<file path="src/inc/ref_prio_pkg.sv">
// Register map, reset values and field layout for the reference priority bank.
// Assumes an 8-bit register port clocked by the device system clock.
package ref_prio_pkg;
  localparam int unsigned ADDR_W = 8;
  localparam int unsigned DATA_W = 8;
  localparam int unsigned PRIO_W = 4;
  localparam int unsigned NUM_INPUTS = 4;
  localparam int unsigned IDX_W = 2;
  // =========================================================
  // Register offsets
  localparam logic [ADDR_W-1:0] PRIORITY_INPUTS_ONE_TWO_ADDR = 8'h18;
  localparam logic [ADDR_W-1:0] PRIORITY_INPUTS_THREE_FOUR_ADDR = 8'h19;
  // =========================================================
  // Reset values, per path
  localparam logic [DATA_W-1:0] MAIN_ONE_TWO_RST = 8'h32;
  localparam logic [DATA_W-1:0] MAIN_THREE_FOUR_RST = 8'h54;
  localparam logic [DATA_W-1:0] SEC_ONE_TWO_RST = 8'h00;
  localparam logic [DATA_W-1:0] SEC_THREE_FOUR_RST = 8'h00;
  // =========================================================
  // Field layout
  localparam int unsigned LO_NIBBLE_LSB = 0;
  localparam int unsigned HI_NIBBLE_LSB = 4;
  localparam logic [PRIO_W-1:0] PRIO_DISABLED = 4'h0;
  localparam logic [PRIO_W-1:0] PRIO_WORST = 4'hf;
endpackage

</file>
<file path="src/ref_input_priority_regs.sv">
// Priority table for input references one to four, two banks (main, secondary).
// Assumes the register port and the path bank select come from same-clock logic.
// =========================================================
// Behaviour
// RULE1 - Register 0x18 holds input two priority high nibble, input one low nibble.
// RULE2 - Register 0x19 holds input four priority high nibble, input three low nibble.
// RULE3 - A smaller priority number ranks as more preferred.
// RULE4 - Priority zero excludes the input; one to fifteen make it eligible.
// RULE5 - Bank select low: accesses reach the main timing path set.
// RULE6 - Bank select high: accesses reach the secondary timing path set.
// RULE7 - Registers read/write; main resets 0x32/0x54, secondary resets to zero.
// RULE8 - Select lowest nonzero priority per path; ties go to lowest input.
module ref_input_priority_regs
  import ref_prio_pkg::*;
(
  input wire logic i_ref_clk,
  input wire logic i_resetn,
  input wire logic i_path_bank_select,
  input wire logic [ADDR_W-1:0] i_addr,
  input wire logic i_wr_en,
  input wire logic i_rd_en,
  input wire logic [DATA_W-1:0] i_wdata,
  output logic [DATA_W-1:0] o_rdata,
  output logic o_main_valid,
  output logic [IDX_W-1:0] o_main_sel,
  output logic o_sec_valid,
  output logic [IDX_W-1:0] o_sec_sel
);

  // =========================================================
  // Address and bank decode
  logic hit_12;
  logic hit_34;
  logic wr_main;
  logic wr_sec;
  logic wr_main_12;
  logic wr_main_34;
  logic wr_sec_12;
  logic wr_sec_34;

  assign hit_12 = (i_addr == PRIORITY_INPUTS_ONE_TWO_ADDR);
  assign hit_34 = (i_addr == PRIORITY_INPUTS_THREE_FOUR_ADDR);
  assign wr_main = i_wr_en && !i_path_bank_select; // [RULE5]
  assign wr_sec = i_wr_en && i_path_bank_select; // [RULE6]
  assign wr_main_12 = wr_main && hit_12; // [RULE1]
  assign wr_main_34 = wr_main && hit_34; // [RULE2]
  assign wr_sec_12 = wr_sec && hit_12; // [RULE1]
  assign wr_sec_34 = wr_sec && hit_34; // [RULE2]

  // =========================================================
  // Storage, one byte per address and path
  logic [DATA_W-1:0] main_12_q;
  logic [DATA_W-1:0] main_34_q;
  logic [DATA_W-1:0] sec_12_q;
  logic [DATA_W-1:0] sec_34_q;

  prio_pair_reg #(
    .WIDTH(DATA_W),
    .RESET_VALUE(MAIN_ONE_TWO_RST)
  ) u_main_12 (
    .i_ref_clk(i_ref_clk),
    .i_resetn(i_resetn),
    .i_load(wr_main_12),
    .i_wdata(i_wdata),
    .o_value(main_12_q)
  ); // [RULE7]

  prio_pair_reg #(
    .WIDTH(DATA_W),
    .RESET_VALUE(MAIN_THREE_FOUR_RST)
  ) u_main_34 (
    .i_ref_clk(i_ref_clk),
    .i_resetn(i_resetn),
    .i_load(wr_main_34),
    .i_wdata(i_wdata),
    .o_value(main_34_q)
  ); // [RULE7]

  prio_pair_reg #(
    .WIDTH(DATA_W),
    .RESET_VALUE(SEC_ONE_TWO_RST)
  ) u_sec_12 (
    .i_ref_clk(i_ref_clk),
    .i_resetn(i_resetn),
    .i_load(wr_sec_12),
    .i_wdata(i_wdata),
    .o_value(sec_12_q)
  ); // [RULE7]

  prio_pair_reg #(
    .WIDTH(DATA_W),
    .RESET_VALUE(SEC_THREE_FOUR_RST)
  ) u_sec_34 (
    .i_ref_clk(i_ref_clk),
    .i_resetn(i_resetn),
    .i_load(wr_sec_34),
    .i_wdata(i_wdata),
    .o_value(sec_34_q)
  ); // [RULE7]

  // =========================================================
  // Read path, registered one cycle; unmapped addresses read zero
  logic [DATA_W-1:0] bank_12;
  logic [DATA_W-1:0] bank_34;
  logic [DATA_W-1:0] rd_mux;
  logic [DATA_W-1:0] rdata_d;

  assign bank_12 = i_path_bank_select ? sec_12_q : main_12_q; // [RULE5] [RULE6]
  assign bank_34 = i_path_bank_select ? sec_34_q : main_34_q; // [RULE5] [RULE6]
  assign rd_mux = hit_12 ? bank_12 : (hit_34 ? bank_34 : '0);
  // Read data holds until the next read, so idle cycles never disturb it
  assign rdata_d = i_rd_en ? rd_mux : o_rdata;

  // =========================================================
  // Nibbles flattened per path, input one in the lowest bits
  logic [NUM_INPUTS*PRIO_W-1:0] main_flat;
  logic [NUM_INPUTS*PRIO_W-1:0] sec_flat;

  assign main_flat = {main_34_q[HI_NIBBLE_LSB +: PRIO_W], // [RULE2]
                      main_34_q[LO_NIBBLE_LSB +: PRIO_W], // [RULE2]
                      main_12_q[HI_NIBBLE_LSB +: PRIO_W], // [RULE1]
                      main_12_q[LO_NIBBLE_LSB +: PRIO_W]}; // [RULE1]
  assign sec_flat = {sec_34_q[HI_NIBBLE_LSB +: PRIO_W], // [RULE2]
                     sec_34_q[LO_NIBBLE_LSB +: PRIO_W], // [RULE2]
                     sec_12_q[HI_NIBBLE_LSB +: PRIO_W], // [RULE1]
                     sec_12_q[LO_NIBBLE_LSB +: PRIO_W]}; // [RULE1]

  // =========================================================
  // Selection, one picker per path
  logic main_found;
  logic [IDX_W-1:0] main_idx;
  logic sec_found;
  logic [IDX_W-1:0] sec_idx;

  prio_pick u_main_pick (
    .i_prio_flat(main_flat),
    .o_found(main_found),
    .o_idx(main_idx)
  ); // [RULE8]

  prio_pick u_sec_pick (
    .i_prio_flat(sec_flat),
    .o_found(sec_found),
    .o_idx(sec_idx)
  ); // [RULE8]

  // =========================================================
  // Output registers
  always_ff @(posedge i_ref_clk) begin
    if (!i_resetn) begin
      o_rdata <= '0;
      o_main_valid <= 1'b0;
      o_main_sel <= '0;
      o_sec_valid <= 1'b0;
      o_sec_sel <= '0;
    end else begin
      o_rdata <= rdata_d;
      o_main_valid <= main_found; // [RULE8]
      o_main_sel <= main_idx;
      o_sec_valid <= sec_found; // [RULE8]
      o_sec_sel <= sec_idx;
    end
  end

endmodule // ref_input_priority_regs

// =========================================================
// One byte of priority storage with its own reset value
module prio_pair_reg
  import ref_prio_pkg::*;
#(
  parameter int unsigned WIDTH = DATA_W,
  parameter logic [WIDTH-1:0] RESET_VALUE = '0
) (
  input wire logic i_ref_clk,
  input wire logic i_resetn,
  input wire logic i_load,
  input wire logic [WIDTH-1:0] i_wdata,
  output logic [WIDTH-1:0] o_value
);

  always_ff @(posedge i_ref_clk) begin
    if (!i_resetn) begin
      o_value <= RESET_VALUE; // [RULE7]
    end else if (i_load) begin
      o_value <= i_wdata; // [RULE7]
    end
  end

endmodule // prio_pair_reg

// =========================================================
// Lowest nonzero priority picker
module prio_pick
  import ref_prio_pkg::*;
#(
  parameter int unsigned N = NUM_INPUTS,
  parameter int unsigned PW = PRIO_W,
  parameter int unsigned IW = IDX_W
) (
  input wire logic [N*PW-1:0] i_prio_flat,
  output logic o_found,
  output logic [IW-1:0] o_idx
);

  logic [PW-1:0] best;
  logic [PW-1:0] cand;

  // Strict less-than keeps the earlier input on a tie
  always_comb begin
    o_found = 1'b0;
    o_idx = '0;
    best = PW'(PRIO_WORST);
    cand = '0;
    for (int i = 0; i < N; i++) begin
      cand = i_prio_flat[i*PW +: PW];
      if (cand != PW'(PRIO_DISABLED) && (!o_found || cand < best)) begin // [RULE3] [RULE4]
        o_found = 1'b1;
        best = cand;
        o_idx = IW'(i); // [RULE8]
      end
    end
  end

endmodule // prio_pick

</file>
<file path="config.mk">
export PLATFORM = sky130hd
export DESIGN_NAME = ref_input_priority_regs
export DESIGN_NICKNAME = d
export VERILOG_FILES = /design/src/inc/ref_prio_pkg.sv /design/src/ref_input_priority_regs.sv
export SDC_FILE = /design/constraint.sdc
export NUM_CORES = 1
export LEC_CHECK = 0
export BUFFER_PORTS_ARGS = -buffer_cell sky130_fd_sc_hd__buf_2
export CAP_MARGIN = 15
export CELL_PAD_IN_SITES_DETAIL_PLACEMENT = 0
export CELL_PAD_IN_SITES_GLOBAL_PLACEMENT = 1
export CORE_MARGIN = 2
export CORE_UTILIZATION = 39
export CTS_CLUSTER_DIAMETER = 120
export CTS_CLUSTER_SIZE = 24
export DETAILED_ROUTE_END_ITERATION = 10
export GPL_TIMING_DRIVEN = 0
export PLACE_DENSITY_LB_ADDON = 0.1
export SYNTH_ARGS = -nofsm -noshare
export SYNTH_HDL_FRONTEND = slang
export SYNTH_SLANG_ARGS = --single-unit
</file>
<file path="constraint.sdc">
create_clock -name i_ref_clk -period 5 [get_ports i_ref_clk]
set_clock_uncertainty 0.1 [all_clocks]
set_input_delay 1 -clock i_ref_clk [delete_from_list [all_inputs] [get_ports i_ref_clk]]
set_output_delay 1 -clock i_ref_clk [all_outputs]
set_load 0.02 [all_outputs]
</file>
==> results of run 1 <==
-- final cells by class --
type,count,area (sq um),share of cell area
Buffer,14,62.6,0.0182
Clock buffer,5,68.8,0.0200
Clock inverter,3,21.3,0.00619
Inverter,12,45.0,0.0131
Multi-Input combinational cell,277,1980,0.576
Sequential cell,46,932,0.271
Tap cell,99,124,0.0360
Timing Repair Buffer,38,203,0.0590
-- power breakdown --
group	switching (uW)	leakage, uW	internal [uW]	total [uW]
Combinational	27.2	0.000870	17.5	44.7
Sequential	0.626	0.000373	366	367
Clock	134	0.0000441	98.4	232
Total	161	0.00129	482	643
-- cell families (layout without fill, tap and decap cells) --
logic type,count (synthesis),after routing,share of synthesized area
compound gates,87,87,0.202
fa+ha+maj,14,14,0.0607
buf+inv,26,72,0.0373
flops,46,46,0.319
mux,17,17,0.104
simple gates,159,159,0.278
-- sequential cells by signal (all words and copies together), names as in the netlist --
register,cells
u_sec_12.o_value,8
u_main_12.o_value,8
o_main_sel,2
o_main_valid,1
u_sec_34.o_value,8
u_main_34.o_value,8
o_sec_sel,2
o_rdata,8
o_sec_valid,1
-- critical path, cell delays in order (launching register included) --
cell       delay [ns]
dfxtp_1          0.32
buf_6            0.13
nor4_4           0.28
nor2_1           0.09
ha_2             0.22
a2111oi_4        0.39
nor3_4           0.11
nor2_4           0.17
mux2_4           0.34
ha_1             0.31
a21o_1           0.18
a21oi_1          0.15
nor2_1           0.07
nor3_2           0.17
a21oi_4          0.09
buf_4            0.16
mux2_4           0.29
ha_1             0.27
o21a_1           0.11
o21ai_0          0.06
a21oi_1          0.18
o22ai_1          0.11
a31o_1           0.21
a32o_1           0.22
-- stage by stage --
stage	utilization	power, uW
floorplan	-	398
CTS	0.457	649
detailed placement	0.440	419
global route	0.476	671
global placement	0.440	419
finish	0.476	643
-- Yosys cell counts, types with 4 or more instances --
master and n:
dfxtp_1 46, ha_1 14, mux4_2 7, nand3_1 15
nand2b_1 13, nand2_1 71, nor2_1 20, nor3_1 9
clkbuf_1 10, inv_1 12, a21oi_1 45, o21ai_0 6
mux2_4 4, a211oi_1 4
-- per-layer routing --
metal / GRT usage / vias up / wire, um
met2: 0.299 / 78 / 3620
met1: 0.315 / 1300 / 4130
met3: 0.0344 / 9 / 483
met4: 0.0474 / 0 / 101
met5: 0 / - / 0
li1: - / 1344 / -
-- path summary, 6_finish.rpt --
check,startpoint,endpoint
worst min-delay path,o_rdata[4],o_rdata[4]
worst min register to register,o_rdata[4],o_rdata[4]
worst max register to register,u_main_12.o_value[2],o_main_sel[0]
worst max-delay path,u_main_12.o_value[2],o_main_sel[0]
-- what timing repair did --
| action | in CTS | in global routing |
|---|---|---|
| cloned | 0 | 0 |
| setup buffers | 2 | 3 |
| gates resized for setup | 4 | 26 |
| pin swaps | 2 | 5 |
| setup endpoints to repair | 4 | 4 |
==> results.json, run 1 <==
{
  "required_ns": 5.10,
  "setup_viol": 0,
  "reg2regPathDepth": 23,
  "synth_top_area_frac": 0.319,
  "critPathCaptureType": "flop",
  "port_buffers": 33,
  "synth_nets": 384,
  "grt.total_usage": 0.205,
  "pre_cts_ws_ns": -0.408,
  "antenna_found_initial": 0,
  "insertion_delay_ns": 0.30,
  "syn_area_sq_um": 2890,
  "syn2layout_area_growth_pct": 19.0,
  "die_w_um": 90.1,
  "nNetsFinal": 429,
  "ys.flop_type": "dfxtp_1",
  "postPlaceCellArea_sq_um": 3180,
  "worst_hold_path.num_cells": 2,
  "vdd_drop_max_v": 0.000101,
  "via_per_inst": 5.53,
  "yosysTopAreaCell": "dfxtp_1",
  "fp.dieH_um": 90.1,
  "clk_pin_slew_ns": 0.09,
  "dpl.cell_count": 481,
  "fillers": 775,
  "finalInstanceArea_sq_um": 3440,
  "max_slew.worst_pin.slew_ns": 0.714,
  "max_freq_ghz": 0.207,
  "async_flop_share": 0,
  "synth-seq-area-share": 0.319,
  "arrival_ns": 4.92,
  "syn_avg_cell_area_sq_um": 8.27,
  "vias": 2731,
  "layout_common_cells": "71 x nand2_1, 42 x a21oi_1, 41 x dfxtp_1",
  "setup.worst_path.start_class": "flop",
  "wire_per_inst_um": 16.9,
  "cts_tree": "done",
  "synth_seq_cells": 46,
  "grt_start_max_net_pins": 16,
  "fin_crit_sh": 0.965,
  "reg2reg_slack_ns": 0.17,
  "hold_buffers": 0,
  "drc": 0,
  "htreeDepth": 2,
  "power_density_nw_per_um2": 187,
  "cp_max_fo": 8,
  "post-dp-hpwl_um": 6030,
  "first_pass_iters": 4,
  "postSynthCellCount": 349,
  "hold_class": "flop to flop",
  "grt_first_pass_wirelength_um": 13300,
  "clockBufferDepth": 2,
  "ioPinCount": 35,
  "maxCapViolations": 0,
  "ys_top_cells_by_area": "dfxtp_1 32%, nand2_1 9.2%, a21oi_1 7.8%",
  "routabilityCongestion": 0.795,
  "stdcell_count": 494,
  "drv_slew": 0,
  "diodes": 0,
  "drt_iter0_drc": 162,
  "ant_nets": 0,
  "slew_headroom": 0.519,
  "synth_cell_types": 58,
  "status": "finished, final reports clean",
  "crit_type": "flop to flop",
  "start_util": 0.400,
  "grt_pass1_vias": 2516,
  "fin_ws_ns": 0.174,
  "final_common_cell": "nand2_1",
  "timing_hold_violations_final": 0,
  "synth_warnings": 0,
  "leakagePower_uw": 0.00129,
  "drive_above_1_share": 0.246,
  "synth_edf_count": 0,
  "grt.overflow.total": 0,
  "wl_um": 8340,
  "clock_tree.root_cell": "clkbuf_8",
  "hold_ws_ns": 0.372,
  "dieArea_sq_um": 8110,
  "num_rows": 31,
  "setup_tns_ns": 0,
  "min_period_ns": 4.83,
  "coreArea_sq_um": 7210,
  "numCtsBuffers": 5,
  "cts_num_sinks": 46
}
Note: power is estimated with default switching activity, not from simulation.
==> run 2, diff against run 1 <==
- CELL_PAD_IN_SITES_DETAIL_PLACEMENT: 0 -> 1
==> results.json, run 2 (synthesis results as in run 1) <==
{
  "dieArea_sq_um": 8110,
  "cp_cell_sequence": "nor4_4 > nor2_2 > ha_4 > a21oi_1 > nor2_1 > o2bb2ai_4 > or3_1 > o21ai_1 > ha_1 > o211ai_1 > a22oi_2 > nor2_2 > or2_4 > o21ai_4 > mux2_1 > ha_1 > a211oi_2 > nand3b_1 > a31oi_1 > a31oi_1 > a2bb2oi_1 > a21oi_1",
  "grt_start_max_net_pins": 16,
  "vias": 2807,
  "slowest_delay_ns": 0.40,
  "fin_crit_sh": 0.948,
  "vdd_drop_max_v": 0.0000962,
  "status": "finished, final reports clean",
  "clock_tree.root_cell": "clkbuf_8",
  "numCtsBuffers": 5,
  "wl_um": 9150,
  "start_util": 0.400,
  "insertion_delay_ns": 0.31,
  "grt_first_pass_wirelength_um": 15000,
  "crit_type": "flop to flop",
  "power_density_nw_per_um2": 185,
  "antenna_found_initial": 0,
  "hold_buffers": 0,
  "final_common_cell": "nand2_1",
  "num_rows": 31,
  "ioPinCount": 35,
  "hold_class": "flop to flop",
  "cp_max_fo": 8,
  "fin_ws_ns": 0.262,
  "min_period_ns": 4.74,
  "port_buffers": 33,
  "fp.dieH_um": 90.1,
  "cts_num_sinks": 46,
  "nNetsFinal": 434,
  "slew_headroom": 0.443,
  "multiInputGateArea_sq_um": 2000,
  "ant_nets": 0,
  "htreeDepth": 2,
  "grt_pass1_vias": 2807,
  "wire_per_inst_um": 18.3,
  "clockBufferDepth": 2,
  "grt.overflow.total": 0,
  "max_freq_ghz": 0.211,
  "slowest_stage": "dfxtp_4",
  "routabilityCongestion": 0.795,
  "die_w_um": 90.1,
  "maxCapViolations": 0,
  "drt_iter0_drc": 107,
  "drv_slew": 0,
  "max_slew.worst_pin.slew_ns": 0.827,
  "required_ns": 5.15,
  "pre_cts_ws_ns": -0.501,
  "regArea_sq_um": 932,
  "drive_above_1_share": 0.260,
  "leakagePower_uw": 0.00131,
  "layout_common_cells": "71 x nand2_1, 42 x a21oi_1, 41 x dfxtp_1",
  "setup_viol": 0,
  "clk_pin_slew_ns": 0.10,
  "first_pass_iters": 6,
  "coreArea_sq_um": 7210,
  "fillers": 911,
  "post-dp-hpwl_um": 6780,
  "timing_hold_violations_final": 0,
  "cts_tree": "done",
  "critPathCaptureType": "flop",
  "grt.total_usage": 0.230,
  "setup.worst_path.start_class": "flop",
  "diodes": 0,
  "via_per_inst": 5.63,
  "fin_util": 0.485,
  "arrival_ns": 4.88,
  "drc": 0,
  "syn2layout_area_growth_pct": 21.1
}
[run 2: worst paths after layout]
kind,from,to,slack [ns],cells after the start
worst max register to register,u_sec_12.o_value[0],o_sec_sel[1],0.26,22
worst min register to register,o_rdata[4],o_rdata[4],0.37,2
worst max-delay path,u_sec_12.o_value[0],o_sec_sel[1],0.26,22
worst min-delay path,o_rdata[4],o_rdata[4],0.37,2
[run 2: critical path, delay by kind of cell, from the launching register on]
family,cells,cell delay (ns)
flip-flops,1,0.40
AO/OA/AOI/OAI,11,1.50
multiplexers,1,0.33
AND/OR/NAND/NOR,7,1.48
adder cells (fa/ha/maj),3,0.85
[run 2: what timing repair did]
item / CTS / global route
hold endpoints to repair: 0 / 0
buffers inserted: 3 / 7
gates resized for setup: 7 / 27
setup endpoints to repair: 4 / 4
pin swaps: 3 / 14
[run 2: per-stage QoR]
stage	cell area [sq um]	cells	TNS (ns)	hold slack [ns]	power (uW)
3_3_place_gp	3180	481	-1.04	0.356	419
6_report	3500	499	0	0.373	648
2_1_floorplan	2890	349	0	0.354	398
3_5_place_dp	3180	481	-1.47	0.361	420
5_1_grt	3500	499	-0.0735	0.399	671
4_1_cts	3320	492	0	0.376	653
[run 2: power breakdown]
group | internal [uW] | switching [uW] | total (uW)
Combinational | 17.8 | 27.8 | 45.5
Clock | 98.5 | 137 | 236
Sequential | 366 | 0.667 | 367
[run 2: layer usage]
metal | share of wire | GRT usage | up-vias
li1 | - | - | 1361
met1 | 0.49 | 0.341 | 1356
met2 | 0.45 | 0.357 | 82
met3 | 0.057 | 0.0344 | 8
met4 | 0.0069 | 0.0462 | 0
met5 | 0 | 0 | -
[run 2: area by class of cell]
class / instances / share of cell area
Multi-Input combinational cell: 277 / 0.573
Sequential cell: 46 / 0.267
Timing Repair Buffer: 43 / 0.0687
Tap cell: 99 / 0.0354
Clock buffer: 5 / 0.0197
Buffer: 14 / 0.0179
Inverter: 12 / 0.0129
Clock inverter: 3 / 0.00608
